<file path="src/core/pps_disc_pkg.sv">
package pps_disc_pkg;
	// Clocks: core clock and the 10 MHz reference grid it emulates
	localparam int CLK_HZ = 200_000_000;
	localparam int REF_HZ = 10_000_000;
	localparam int DIV10 = CLK_HZ / REF_HZ;
	localparam int PPS_DIV_DEF = 10_000_000;
	localparam int PPS_HIGH_DEF = 1_000_000;
	localparam int REF_WAIT_DEF = 11_000_000;
	// Phase meter reports in 100 ps units but counts 5 ns clock steps, coarser than the 400 ps needed
	localparam int RES_PS = 400;
	localparam int STEP_PS = 100;
	localparam int CLK_PS = 1_000_000_000 / (CLK_HZ / 1000);
	localparam int CLK_UNITS = CLK_PS / STEP_PS;
	localparam int GOOD_NS = 20;
	localparam int RESYNC_NS = 1000;
	localparam int CABLE_NS = 100;
	localparam logic signed [35:0] GOOD_U = 36'(GOOD_NS * 1000 / STEP_PS);
	localparam logic signed [35:0] RESYNC_U = 36'(RESYNC_NS * 1000 / STEP_PS);
	localparam logic signed [15:0] CABLE_MAX = 16'(CABLE_NS * 1000 / STEP_PS);
	localparam logic [15:0] TAU_MIN = 16'h000A;
	localparam logic [15:0] TAU_MAX = 16'h2710;
	localparam logic [15:0] TAU_RST = 16'h000A;
	// Register byte addresses
	localparam logic [7:0] A_CTRL = 8'h00;
	localparam logic [7:0] A_TAU = 8'h04;
	localparam logic [7:0] A_CABLE = 8'h08;
	localparam logic [7:0] A_STAT = 8'h0C;
	localparam logic [7:0] A_PHASE = 8'h10;
	localparam logic [7:0] A_TOD = 8'h14;
	localparam logic [7:0] A_TODV = 8'h18;
	localparam logic [7:0] A_TODC = 8'h1C;
	localparam logic [7:0] A_FREQ = 8'h20;
	// Control bits
	localparam int B_DISC = 0;
	localparam int B_AUTO = 1;
	localparam int B_SYNC = 2;
	localparam int B_SAVE = 3;
	localparam int B_LOAD = 0;
	localparam int B_ADD = 1;
	localparam logic [1:0] OKAY = 2'h0;
	localparam logic [1:0] SLVERR = 2'h2;

	typedef enum logic [1:0] {
		ST_OFF   = 2'h0,
		ST_INIT  = 2'h1,
		ST_TRACK = 2'h3,
		ST_HOLD  = 2'h2
	} disc_state_t;

	typedef struct packed {
		logic [7:0]  awaddr;
		logic        awvalid;
		logic [31:0] wdata;
		logic [3:0]  wstrb;
		logic        wvalid;
		logic        bready;
		logic [7:0]  araddr;
		logic        arvalid;
		logic        rready;
	} axil_req_t;

	typedef struct packed {
		logic        awready;
		logic        wready;
		logic [1:0]  bresp;
		logic        bvalid;
		logic        arready;
		logic [31:0] rdata;
		logic [1:0]  rresp;
		logic        rvalid;
	} axil_rsp_t;
endpackage : pps_disc_pkg

</file>
<file path="src/core/pps_discipline.sv">
`timescale 1ns/1ps
// Summary of operation
// [RL1] Phase between own and reference pulse measured every second, 400 ps or finer; here counted in 5 ns core clock steps.
// [RL2] While disciplining, each measurement steers frequency correction toward phase and frequency.
// [RL3] Discipline enable and time constant restored from and saved to non-volatile store.
// [RL4] Time constant accepted in seconds, clamped to 10..10000.
// [RL5] Before steering, servo state is cleared and output pulse resynced to reference.
// [RL6] Init on enable, and on lock reached while already enabled.
// [RL7] Lost reference enters holdover, frequency correction frozen.
// [RL8] Reference return resumes servo; beyond 1 us offset a resync first.
// [RL9] Disable then enable gives a full servo reinitialisation.
// [RL10] Latest phase reported in whole ns, own minus reference, early reads negative.
// [RL11] Quality 0 at start, 1 after 2 tau under 20 ns, 2 in holdover.
// [RL12] Setting autosync or discipline enable clears the other.
// [RL13] Cable value signed in 100 ps steps, clamped to plus or minus 100 ns.
// [RL14] Cable value may be saved to non-volatile store.
// [RL15] New cable value is applied to the latest taken measurement.
// [RL16] Cable value shifts servo target only; reported phase stays raw.
// [RL17] Time of day counts own pulse rising edges from zero.
// [RL18] Time of day read waits for next pulse, then returns N+1.
// [RL19] Time of day may be loaded absolutely or adjusted by signed delta.
// [RL20] Host sets time of day right after a pulse to avoid ambiguity.
// [RL21] Output pulse is the 10 MHz grid divided by ten million.
// [RL22] Sync restarts the dividers at the grid edge nearest the reference edge.
// [RL23] Serial link runs 57600 8N1; carried by the register bus here.
// [RL24] No reference edge within slightly over a second means reference absent.
// [RL25] Phase meter yields a signed result per reference edge.
module pps_discipline
	import pps_disc_pkg::*;
#(
	parameter int PPS_DIV  = PPS_DIV_DEF,
	parameter int PPS_HIGH = PPS_HIGH_DEF,
	parameter int REF_WAIT = REF_WAIT_DEF
) (
	input  wire logic               ref_clk_in,
	input  wire logic               resetn_in,
	input  wire axil_req_t          axi_req_in,
	output axil_rsp_t               axi_rsp_out,
	input  wire logic               ref_pps_in,
	input  wire logic               lock_ok_in,
	input  wire logic               nv_disc_en_in,
	input  wire logic [15:0]        nv_tau_in,
	input  wire logic [15:0]        nv_cable_in,
	output logic                    pps_out,
	output logic signed [39:0]      freq_corr_out,
	output logic                    nv_write_out,
	output logic                    nv_disc_en_out,
	output logic [15:0]             nv_tau_out,
	output logic [15:0]             nv_cable_out
);
	localparam int CYC_PER = PPS_DIV * DIV10;

	function automatic logic [15:0] clamp_tau(input logic [15:0] v);
		clamp_tau = (v < TAU_MIN) ? TAU_MIN : ((v > TAU_MAX) ? TAU_MAX : v);
	endfunction : clamp_tau

	function automatic logic signed [15:0] clamp_cable(input logic signed [15:0] v);
		clamp_cable = (v > CABLE_MAX) ? CABLE_MAX : ((v < -CABLE_MAX) ? -CABLE_MAX : v);
	endfunction : clamp_cable

	function automatic logic [3:0] log2_tau(input logic [15:0] v);
		logic [3:0] r;
		r = 4'h0;
		for (int i = 1; i < 16; i++) begin
			if (v[i]) r = 4'(i);
		end
		log2_tau = r;
	endfunction : log2_tau

	function automatic logic signed [35:0] abs36(input logic signed [35:0] v);
		abs36 = v[35] ? -v : v;
	endfunction : abs36

	disc_state_t             state_q;
	logic                    disc_en_q, auto_en_q, sync_arm_q, save_q, loaded_q;
	logic                    disc_prev_q, lock_prev_q, ref_prev_q;
	logic [15:0]             tau_q;
	logic signed [15:0]      cable_q;
	logic                    cable_new_q;
	logic [4:0]              tick_q;
	logic [23:0]             pps_cnt_q;
	logic [27:0]             cyc_q;
	logic [24:0]             wait_q;
	logic signed [35:0]      phase_q;
	logic signed [39:0]      integ_q, freq_q;
	logic [15:0]             good_q;
	logic [1:0]              quality_q;
	logic [31:0]             tod_q, todv_q;
	logic                    tick, ref_edge, pps_evt, sync_now, lost, big;
	logic signed [35:0]      meas, err;
	logic                    upd;

	// Reference edge and 10 MHz grid enable
	assign ref_edge = ref_pps_in & ~ref_prev_q;
	assign tick = (tick_q == 5'(DIV10 - 1));
	// Signed own-minus-reference; a reference late in the second means own was late
	assign meas = (cyc_q < 28'(CYC_PER / 2)) ? -36'(cyc_q) * 36'(CLK_UNITS) //RL25
		: 36'(28'(CYC_PER) - cyc_q) * 36'(CLK_UNITS); //RL1
	assign big = abs36(meas) > RESYNC_U;
	assign lost = (wait_q >= 25'(REF_WAIT)); //RL24
	// Resync sources: autosync, manual request, init, large holdover slip
	assign sync_now = ref_edge & (auto_en_q | sync_arm_q | (state_q == ST_INIT) //RL5
		| (state_q == ST_HOLD & big)); //RL8
	assign pps_evt = sync_now | (tick & (pps_cnt_q == 24'(PPS_DIV - 1))); //RL21
	// Servo target is offset by cable value; the reported phase is not
	assign err = (upd ? meas : phase_q) + 36'(cable_q); //RL16
	assign upd = ref_edge & ~sync_now & (state_q == ST_TRACK | state_q == ST_HOLD);

	// Edge history
	always_ff @(posedge ref_clk_in) begin
		if (!resetn_in) begin
			ref_prev_q <= 1'b0;
			lock_prev_q <= 1'b0;
			disc_prev_q <= 1'b0;
		end else begin
			ref_prev_q <= ref_pps_in;
			lock_prev_q <= lock_ok_in;
			disc_prev_q <= disc_en_q;
		end
	end

	// Dividers restart together so the pulse lands on the grid edge at the reference
	always_ff @(posedge ref_clk_in) begin
		if (!resetn_in) begin
			tick_q <= 5'h00;
			// Start past the high window so reset release gives no false rising edge
			pps_cnt_q <= 24'(PPS_HIGH);
			cyc_q <= 28'h0000000;
			pps_out <= 1'b0;
		end else begin
			if (sync_now) begin
				tick_q <= 5'h00; //RL22
				pps_cnt_q <= 24'h000000;
				cyc_q <= 28'h0000000;
			end else begin
				tick_q <= tick ? 5'h00 : tick_q + 5'h01;
				cyc_q <= pps_evt ? 28'h0000000 : cyc_q + 28'h0000001;
				if (tick) pps_cnt_q <= pps_evt ? 24'h000000 : pps_cnt_q + 24'h000001;
			end
			pps_out <= pps_evt | (pps_cnt_q < 24'(PPS_HIGH) & ~(tick & pps_evt));
		end
	end

	// Reference watchdog in grid ticks
	always_ff @(posedge ref_clk_in) begin
		if (!resetn_in) wait_q <= 25'h0000000;
		else if (ref_edge) wait_q <= 25'h0000000;
		else if (tick & ~lost) wait_q <= wait_q + 25'h0000001;
	end

	// Discipline sequencer
	always_ff @(posedge ref_clk_in) begin
		if (!resetn_in) begin
			state_q <= ST_OFF;
		end else begin
			unique case (state_q)
				ST_OFF:   if (disc_en_q) state_q <= ST_INIT; //RL6
				ST_INIT:  if (!disc_en_q) state_q <= ST_OFF;
					else if (ref_edge) state_q <= ST_TRACK; //RL5
				ST_TRACK: if (!disc_en_q || (disc_en_q && !disc_prev_q)) state_q <= ST_OFF;
					else if (lock_ok_in && !lock_prev_q) state_q <= ST_INIT; //RL6
					else if (lost) state_q <= ST_HOLD; //RL7
				ST_HOLD:  if (!disc_en_q) state_q <= ST_OFF;
					else if (lock_ok_in && !lock_prev_q) state_q <= ST_INIT;
					else if (ref_edge) state_q <= ST_TRACK; //RL8
			endcase
		end
	end

	// Latest measurement, kept raw for reporting
	always_ff @(posedge ref_clk_in) begin
		if (!resetn_in) phase_q <= 36'sh0;
		else if (ref_edge & ~sync_now) phase_q <= meas; //RL10
		else if (sync_now) phase_q <= 36'sh0;
	end

	// Proportional-integral steer, gains scaled by the time constant
	always_ff @(posedge ref_clk_in) begin
		if (!resetn_in || state_q == ST_OFF || state_q == ST_INIT) begin
			integ_q <= 40'sh0; //RL5
			freq_q <= 40'sh0; //RL9
		end else if (upd || (cable_new_q && state_q == ST_TRACK)) begin
			integ_q <= integ_q - (40'(err) >>> (2 * log2_tau(tau_q))); //RL2
			freq_q <= integ_q - (40'(err) >>> log2_tau(tau_q)); //RL15
		end
	end
	assign freq_corr_out = freq_q; // Frozen outside updates, which gives holdover //RL7

	// Quality indicator
	always_ff @(posedge ref_clk_in) begin
		if (!resetn_in || state_q == ST_OFF || state_q == ST_INIT) begin
			good_q <= 16'h0000;
			quality_q <= 2'h0; //RL11
		end else if (state_q == ST_HOLD) begin
			quality_q <= 2'h2; //RL11
		end else begin
			if (upd) good_q <= (abs36(meas) < GOOD_U) ? good_q + 16'h0001 : 16'h0000;
			quality_q <= (good_q >= {tau_q[14:0], 1'b0}) ? 2'h1 : 2'h0; //RL11
		end
	end

	// Time of day: advanced by each own pulse except one that coincides with a host load or add, which then wins
	logic wr_fire;
	logic [7:0] wa_q;
	logic [31:0] wd_q;
	always_ff @(posedge ref_clk_in) begin
		if (!resetn_in) tod_q <= 32'h00000000; //RL17
		else if (wr_fire && wa_q == A_TODC && wd_q[B_LOAD]) tod_q <= todv_q; //RL19
		else if (wr_fire && wa_q == A_TODC && wd_q[B_ADD]) tod_q <= tod_q + todv_q; //RL19
		else if (pps_evt) tod_q <= tod_q + 32'h00000001; //RL17
	end

	// AXI4-Lite write side: address and data taken in either order
	logic aw_q, w_q, bvalid_q, berr_q;
	assign wr_fire = aw_q & w_q & ~bvalid_q;
	always_ff @(posedge ref_clk_in) begin
		if (!resetn_in) begin
			aw_q <= 1'b0;
			w_q <= 1'b0;
			bvalid_q <= 1'b0;
			berr_q <= 1'b0;
			wa_q <= 8'h00;
			wd_q <= 32'h00000000;
		end else begin
			if (axi_req_in.awvalid && axi_rsp_out.awready) begin
				aw_q <= 1'b1;
				wa_q <= axi_req_in.awaddr;
			end
			if (axi_req_in.wvalid && axi_rsp_out.wready) begin
				w_q <= 1'b1;
				for (int b = 0; b < 4; b++) begin
					wd_q[8*b +: 8] <= axi_req_in.wstrb[b] ? axi_req_in.wdata[8*b +: 8] : 8'h00;
				end
			end
			if (wr_fire) begin
				aw_q <= 1'b0;
				w_q <= 1'b0;
				bvalid_q <= 1'b1;
				berr_q <= !(wa_q inside {A_CTRL, A_TAU, A_CABLE, A_TODV, A_TODC});
			end else if (axi_req_in.bready) begin
				bvalid_q <= 1'b0;
			end
		end
	end

	// Writable state; non-volatile copies are taken once after reset release
	always_ff @(posedge ref_clk_in) begin
		if (!resetn_in) begin
			loaded_q <= 1'b0;
			disc_en_q <= 1'b0;
			auto_en_q <= 1'b0;
			sync_arm_q <= 1'b0;
			save_q <= 1'b0;
			tau_q <= TAU_RST;
			cable_q <= 16'sh0;
			cable_new_q <= 1'b0;
			todv_q <= 32'h00000000;
			nv_write_out <= 1'b0;
		end else begin
			cable_new_q <= 1'b0;
			nv_write_out <= 1'b0;
			if (ref_edge) sync_arm_q <= 1'b0;
			if (!loaded_q) begin
				loaded_q <= 1'b1;
				disc_en_q <= nv_disc_en_in; //RL3
				tau_q <= clamp_tau(nv_tau_in);
				cable_q <= clamp_cable(nv_cable_in);
			end else if (wr_fire) begin
				unique case (wa_q)
					A_CTRL: begin
						disc_en_q <= wd_q[B_DISC]; //RL12
						auto_en_q <= wd_q[B_AUTO] & ~wd_q[B_DISC]; //RL12
						if (wd_q[B_SYNC]) sync_arm_q <= 1'b1;
						save_q <= wd_q[B_SAVE];
						nv_write_out <= 1'b1; //RL3
					end
					A_TAU: begin
						tau_q <= clamp_tau(wd_q[15:0]); //RL4
						nv_write_out <= 1'b1;
					end
					A_CABLE: begin
						cable_q <= clamp_cable(wd_q[15:0]); //RL13
						cable_new_q <= 1'b1; //RL15
						nv_write_out <= save_q; //RL14
					end
					A_TODV: todv_q <= wd_q;
					default: ;
				endcase
			end
		end
	end
	assign nv_disc_en_out = disc_en_q;
	assign nv_tau_out = tau_q;
	assign nv_cable_out = cable_q;

	// AXI4-Lite read side; a time of day read is held until the next pulse
	logic ar_q, rvalid_q;
	logic [7:0] ra_q;
	logic [31:0] rdata_q;
	logic [1:0] rresp_q;
	logic signed [35:0] ns_r;
	assign ns_r = (phase_q + (phase_q[35] ? -36'sd5 : 36'sd5)) / 36'sd10; //RL10
	always_ff @(posedge ref_clk_in) begin
		if (!resetn_in) begin
			ar_q <= 1'b0;
			ra_q <= 8'h00;
			rvalid_q <= 1'b0;
			rdata_q <= 32'h00000000;
			rresp_q <= OKAY;
		end else begin
			if (axi_req_in.arvalid && axi_rsp_out.arready) begin
				ar_q <= 1'b1;
				ra_q <= axi_req_in.araddr;
			end
			if (rvalid_q && axi_req_in.rready) rvalid_q <= 1'b0;
			if (ar_q && (ra_q != A_TOD || pps_evt)) begin
				ar_q <= 1'b0;
				rvalid_q <= 1'b1;
				rresp_q <= OKAY;
				unique case (ra_q)
					A_CTRL:  rdata_q <= {28'h0, save_q, sync_arm_q, auto_en_q, disc_en_q};
					A_TAU:   rdata_q <= {16'h0000, tau_q};
					A_CABLE: rdata_q <= {{16{cable_q[15]}}, cable_q};
					A_STAT:  rdata_q <= {26'h0, lost, lock_ok_in, state_q, quality_q};
					A_PHASE: rdata_q <= ns_r[31:0];
					A_TOD:   rdata_q <= tod_q + 32'h00000001; //RL18
					A_TODV:  rdata_q <= todv_q;
					A_FREQ:  rdata_q <= freq_q[31:0];
					default: begin
						rdata_q <= 32'h00000000;
						rresp_q <= SLVERR;
					end
				endcase
			end
		end
	end

	always_comb begin
		axi_rsp_out.awready = ~aw_q & ~bvalid_q;
		axi_rsp_out.wready = ~w_q & ~bvalid_q;
		axi_rsp_out.bvalid = bvalid_q;
		axi_rsp_out.bresp = berr_q ? SLVERR : OKAY;
		axi_rsp_out.arready = ~ar_q & ~rvalid_q;
		axi_rsp_out.rvalid = rvalid_q;
		axi_rsp_out.rdata = rdata_q;
		axi_rsp_out.rresp = rresp_q;
	end
endmodule : pps_discipline

</file>
<file path="config.mk">
export PLATFORM = sky130hd
export DESIGN_NAME = pps_discipline
export DESIGN_NICKNAME = d
export VERILOG_FILES = /design/src/core/pps_disc_pkg.sv /design/src/core/pps_discipline.sv
export SDC_FILE = /design/constraint.sdc
export NUM_CORES = 2
export LEC_CHECK = 0
export BUFFER_PORTS_ARGS = -buffer_cell sky130_fd_sc_hd__clkbuf_2
export CAP_MARGIN = 10
export CELL_PAD_IN_SITES_DETAIL_PLACEMENT = 0
export CELL_PAD_IN_SITES_GLOBAL_PLACEMENT = 1
export CORE_MARGIN = 5
export CORE_UTILIZATION = 38
export DETAILED_ROUTE_END_ITERATION = 8
export GPL_ROUTABILITY_DRIVEN = 0
export PLACE_DENSITY_LB_ADDON = 0.1
export SLEW_MARGIN = 20
export SYNTH_ARGS = -nofsm -noshare
export SYNTH_HDL_FRONTEND = slang
export SYNTH_SLANG_ARGS = --single-unit
</file>
<file path="constraint.sdc">
create_clock -name ref_clk_in -period 22.2 [get_ports ref_clk_in]
set_clock_uncertainty 0.05 [all_clocks]
set_input_delay 1.11 -clock ref_clk_in [delete_from_list [all_inputs] [get_ports ref_clk_in]]
set_output_delay 1.11 -clock ref_clk_in [all_outputs]
set_load 0.01 [all_outputs]
</file>
Yosys cells after proc, flatten, opt, wreduce, memory -nomap -nowiden. Cells that the tools add are included.

Bits in registers: 413. Output and inout bits: 116.

Add/sub/neg operators: 14. Multipliers: 2. Divide/modulo/power cells: 1. $lt $le $gt $ge: 14. Eq/ne operators: 23. Shift-type cells: 2. Multiplexer cells: 77. Bitwise operators: 33. Reductions and logical operators: 47.

Operator list (count): $pmux 32 s8 (1); $mux 16 (15); $mux 36 (6); $mux 32 (3); $sub 40x40->40 (2); $mul 36x5->35 const B (2); $mux 4 (15); $eq 8x5->1 const B (5); $mux 20 (2); $sshr 36x4->40 (1); $sshr 36x5->40 (1); $add 36x16->36 (1); $add 36x36->36 (1); $div 36x5->36 const B (1); $gt 36x15->1 const B (1); $lt 36x9->1 const B (1); $neg 28->36 (1); $neg 36->36 (1); $add 32x1->32 const B (1); $add 32x32->32 (1); $gt 16x11->1 const B (2); $gt 16x14->1 const B (2); $lt 16x11->1 const B (2); $lt 16x4->1 const B (2); 43 further kinds (143).

Longest topological paths before layout.
Depth after elaboration: 19. Mapped depth: 142. Mapped depth without buffers: 136.

Worst setup path before layout. No wires, ideal clock.

Path type: reg2reg. Start: register cyc_q[0]. End: register integ_q[38]. Setup time: 0.070 ns. Arrival time: 22.649 ns. Data required time: 22.080 ns. Slack: -0.569 ns. Stages on the path, launching flop included: 142. Cell sequence: dfxtp_1 -> clkbuf_1 -> inv_1 -> ha_1 -> xor2_1 -> inv_1 -> ha_1 -> ha_1 -> inv_1 -> fa_1 -> inv_1 -> ha_1 -> nor2b_1 -> o21ai_0 -> a21boi_0 -> o21a_1 -> o21a_1 -> o21ai_0 -> [106 not listed] -> o21bai_1 -> a21oi_1 -> nor2b_1 -> o21a_1 -> o21a_1 -> o21a_1 -> o21a_1 -> o21a_1 -> o21a_1 -> o21a_1 -> o21a_1 -> o21a_1 -> o21ai_0 -> nand2b_1 -> a21oi_1 -> xnor2_1 -> nand2_1 -> a21oi_1.

Longest elaborated chain between the ends: 16.

RTL lines: start, declared (RTL line pps_discipline.sv:82) `logic [27:0] cyc_q;`; start signal, assigned (RTL line pps_discipline.sv:137) `cyc_q <= pps_evt ? 28'h0000000 : cyc_q + 28'h0000001;`; $sub 28x28->29 / $neg 28->36 (equally long branches) (RTL line pps_discipline.sv:98, pps_discipline.sv:97); $mul 36x5->35 (on tied branches) (RTL line pps_discipline.sv:98, pps_discipline.sv:97); $mux 36 (*) (RTL line pps_discipline.sv:97) `assign meas = (cyc_q < 28'(CYC_PER / 2)) ? -36'(cyc_q) * 36'(CLK_UNITS)`; $neg 36->36 (RTL line pps_discipline.sv:71) `abs36 = v[35] ? -v : v;`; $mux 36 (RTL line pps_discipline.sv:71); $gt 36x15->1 (RTL line pps_discipline.sv:99) `assign big = abs36(meas) > RESYNC_U;`; $and 1x1->1 (RTL line pps_discipline.sv:103) `| (state_q == ST_HOLD & big));`; $or 1x1->1 (RTL line pps_discipline.sv:103); $and 1x1->1 (RTL line pps_discipline.sv:102) `assign sync_now = ref_edge & (auto_en_q | sync_arm_q | (state_q == ST_INIT)`; $not 1->1 (RTL line pps_discipline.sv:107) `assign upd = ref_edge & ~sync_now & (state_q == ST_TRACK | state_q == ST_HOLD);`; $and 1x1->1 (2 in series) (RTL line pps_discipline.sv:107); $mux 36 (RTL line pps_discipline.sv:106) `assign err = (upd ? meas : phase_q) + 36'(cable_q);`; $add 36x16->36 (RTL line pps_discipline.sv:106); $sshr 36x5->40 (RTL line pps_discipline.sv:183) `integ_q <= integ_q - (40'(err) >>> (2 * log2_tau(tau_q)));`; $sub 40x40->40 (RTL line pps_discipline.sv:183); end signal, assigned (RTL line pps_discipline.sv:183); end, declared (RTL line pps_discipline.sv:85) `logic signed [39:0] integ_q, freq_q;`.

Every way passes the cells marked *; elsewhere a longest branch is shown, timed or not. A chain may end at the register's enable or synchronous reset.

Final worst setup path.
Start: register cyc_q[0]. End: register integ_q[39].

Same word-level chain as after synthesis.

==> tab_implementation.tex <==
\begin{tabular}{lr}
\hline
Metric & Value \\
\hline
\multicolumn{2}{l}{\textbf{Routing}} \\
Vias & 43,200 \\
Final routed DRC violation total & 0 \\
Wirelength, routed & $\sim$160,000 um \\
Iter 0 DRT Violations & 2,896 \\
Routed len/inst & 20.1 um \\
Number of iterations in the first detailed-routing pass & 8 \\
Mean number of vias per cell & $\sim$5.6 \\
Number of nets with antenna violations after detailed routing & 0 \\
\multicolumn{2}{l}{\textbf{Final layout}} \\
Share of cells above drive strength 1 & 0.149 \\
Number of nets in the final layout & just under 7,000 \\
Synth-to-Final Area Change & 15.9\% \\
Util after Layout & 0.444 \\
Finished Layout Cells & roughly 7,800 \\
\multicolumn{2}{l}{\textbf{Synth}} \\
Main area contributors after synthesis & dfxtp\_1, ha\_1, nand2\_1 \\
Warnings, synthesis & 0 \\
Average size of a mapped cell & between 7 and 8 um2 \\
Cells after synthesis & roughly 6,000 \\
Top cell type by total area after synthesis & dfxtp\_1 \\
Number of enable flip-flop cells after synthesis & 0 \\
Dominant register cell in the synthesized netlist & dfxtp\_1 \\
Synthesized area & 43,100 um2 \\
Post-synthesis sequential area ratio & 0.191 \\
Area fraction of the dominant cell type after synthesis & 0.191 \\
Top cells by count, synth & nand2\_1, nor2\_1, a21oi\_1 \\
Count leader, synth & nand2\_1 \\
Post-synthesis cell type count & 137 \\
Async set-reset flop share out of synthesis & 0 \\
Post-synthesis register bit count & approximately 410 \\
\multicolumn{2}{l}{\textbf{Worst setup path}} \\
Critical path fanouts, max & 4 \\
Critical Path Start Type & flip-flop \\
Worst Setup End Kind & flip-flop \\
Critical path required time & 22,720 ps \\
R2r setup slk & about 1200 ps \\
Crit path max-delay cell type & fa\_1 \\
Worst Setup Path Type & reg2reg \\
FF-to-FF path depth & around 130 \\
Count of buffering cells on the critical path with inverters included & 9 \\
Most used cell along the critical path & o21a\_1 \\
CP Data Arrival Time & 21,560 ps \\
Family with the most delay on the worst path & compound AO/OA/AOI/OAI gates \\
Biggest cell delay along the critical path & between 500 and 600 ps \\
Worst flop-to-flop path startpoint & cyc\_q[0]\$\_SDFF\_PP0\_ \\
Destination of the worst register-to-register timing path & integ\_q[39]\$\_SDFFE\_PP0P\_ \\
\multicolumn{2}{l}{\textbf{GRT}} \\
Total gr overflow & 0 \\
Global routing met2 resource utilization & 0.411 \\
Global-route wire length before repair & about 240,000 um \\
Number of antenna violations at the first check in global routing & 4 \\
Number of global-route vias before repair & roughly 40,000 \\
GRT Max-Usage Layer & met2 \\
GR Util met1 & 0.335 \\
Global-route usage over all layers & 0.245 \\
Largest net degree at the start of global routing & 84 \\
Met3 Usage GRT & 0.0268 \\
\multicolumn{2}{l}{\textbf{Timing}} \\
Post-route setup TNS & 0 ps \\
RSZ-0062 raised after global routing & true \\
Final-report hold violation count & 0 \\
Crit share post-route & 0.947 \\
Worst-case headroom to the max-slew limit & 0.282 \\
Min cycle time layout & approximately 21,000 ps \\
Final count of pins violating max slew & 0 \\
Final number of setup-violating endpoints & 0 \\
Final critical-path setup slack & 1170 ps \\
Worst-Margin Slew & about 1100 ps \\
Top achievable clock speed & about 48 MHz \\
\multicolumn{2}{l}{\textbf{Place}} \\
Half-perimeter wire length after placement & $\sim$120,000 um \\
Worst slack at placement & -837 ps \\
Port Buffer Count & 207 \\
Placed Cells incl. Taps & $\sim$7,600 \\
\multicolumn{2}{l}{\textbf{Floorplanning}} \\
Number of placement rows & 123 \\
Die height & between 300 and 400 um \\
Area of the die & about 120,000 um2 \\
X dimension of the die & between 300 and 400 um \\
IO Pins & 210 \\
Starting density of the core & 0.383 \\
Placeable core region & roughly 110,000 um2 \\
\multicolumn{2}{l}{\textbf{CTS}} \\
Maximum root-to-sink buffer count & 3 \\
Hold-fix buffer count after cts & 0 \\
Latest clock arrival within the worst-skew pair & 670 ps \\
TritonCTS sink count & between 400 and 500 \\
Num CTS Buffers & between 50 and 60 \\
Root buffer cell & clkbuf\_16 \\
Clock tree from TritonCTS & built \\
Deepest level of the CTS H-tree & 2 \\
Clock input transition at the sequential cells of the worst setup and hold paths & approximately 50 ps \\
\multicolumn{2}{l}{\textbf{Min path}} \\
HP Start & tick\_q[0]\$\_SDFF\_PP0\_ \\
Worst Hold Path Cells & 1 \\
Min-Delay Endpoint & tick\_q[0]\$\_SDFF\_PP0\_ \\
Type of the tightest min-delay check & reg2reg \\
\multicolumn{2}{l}{\textbf{Status}} \\
Status & finished clean \\
\multicolumn{2}{l}{\textbf{Flow run}} \\
Number of maximum-capacitance constraint violations & 0 \\
\hline
\end{tabular}
## worst max path at each step
stage                                    from                  endpoint  slack (ps)  cells past startpoint
final                     cyc_q[0]$_SDFF_PP0_  integ_q[39]$_SDFFE_PP0P_        1170                    126
after global routing      cyc_q[0]$_SDFF_PP0_  integ_q[38]$_SDFFE_PP0P_        -290                    131
after CTS                 cyc_q[0]$_SDFF_PP0_  integ_q[38]$_SDFFE_PP0P_           5                    132
after detailed placement  cyc_q[0]$_SDFF_PP0_  integ_q[39]$_SDFFE_PP0P_        -840                    126
after global placement    cyc_q[0]$_SDFF_PP0_  integ_q[39]$_SDFFE_PP0P_        -370                    130
after floorplan           cyc_q[0]$_SDFF_PP0_  integ_q[38]$_SDFFE_PP0P_          40                    141
## cell families (layout without fill, tap and decap cells)
logic type	count (synthesis)	count (layout)	share of synthesized area
AND/OR/NAND/NOR	2077	2077	0.227
AO/OA/AOI/OAI	1762	1762	0.275
buffers and inverters	722	1076	0.0693
XOR/XNOR	432	432	0.0890
adder cells (fa/ha/maj)	412	412	0.130
flip-flops	411	411	0.191
multiplexers	81	82	0.0195
other	1	3	0.0000871
## placed cells by master (no fill, tap or decap), types with 152 or more instances in the layout
master | Yosys | layout
buf_4 | 34 | 361
nand2_1 | 802 | 796
xnor2_1 | 236 | 231
nand3_1 | 161 | 161
clkbuf_2 | 0 | 206
ha_1 | 354 | 339
o21ai_0 | 378 | 326
inv_1 | 402 | 393
dfxtp_1 | 411 | 408
nor2_1 | 456 | 449
xor2_1 | 190 | 185
nor3_1 | 154 | 152
a21oi_1 | 416 | 381
## per-stage QoR
step	hold slack [ps]	cell area, um2
final	399	49900
after CTS	403	49100
after global placement	385	47200
after global routing	418	49900
after detailed placement	395	47200
after floorplan	368	43100
## flip-flops by register name, indices dropped and copies added (netlist names), 28 cells and up
signal         count
todv_q            32
integ_q           40
rdata_q           32
cyc_q             28
phase_q           35
freq_corr_out     40
tod_q             32
wd_q              32
## timing repair
action	CTS	global route
pin swaps	7	89
buffers inserted	11	22
gates cloned	1	0
resized for setup	34	175
setup endpoints to repair	8	26
## area by class of cell
cell class / instances / area, um2
multi-input combinational: 4767 / 32600
inverter: 402 / 1510
fill: 11800 / 62600
timing repair buffer: 580 / 3880
clock inverter: 25 / 383
antenna: 1 / 2.50
tap: 1500 / 1880
sequential: 411 / 8240
clock buffer: 69 / 1470
## metal layers
metal,vias up,part of all wire
met5,-,0
met4,0,0.031
met3,170,0.044
met2,975,0.46
met1,20500,0.46
li1,21600,-
## worst register-to-register path: cells and delay by family (launching register included)
| kind | cells | cell delay [ps] |
|---|---|---|
| compound gates | 95 | 14420 |
| simple gates | 10 | 2300 |
| fa+ha+maj | 7 | 2020 |
| buf+inv | 9 | 1000 |
| xor+xnor | 4 | 590 |
| flops | 1 | 360 |
| mux | 1 | 250 |
Power is not shown: default switching activity piles up to over one toggle a cycle in this logic, so the estimate is an artifact.
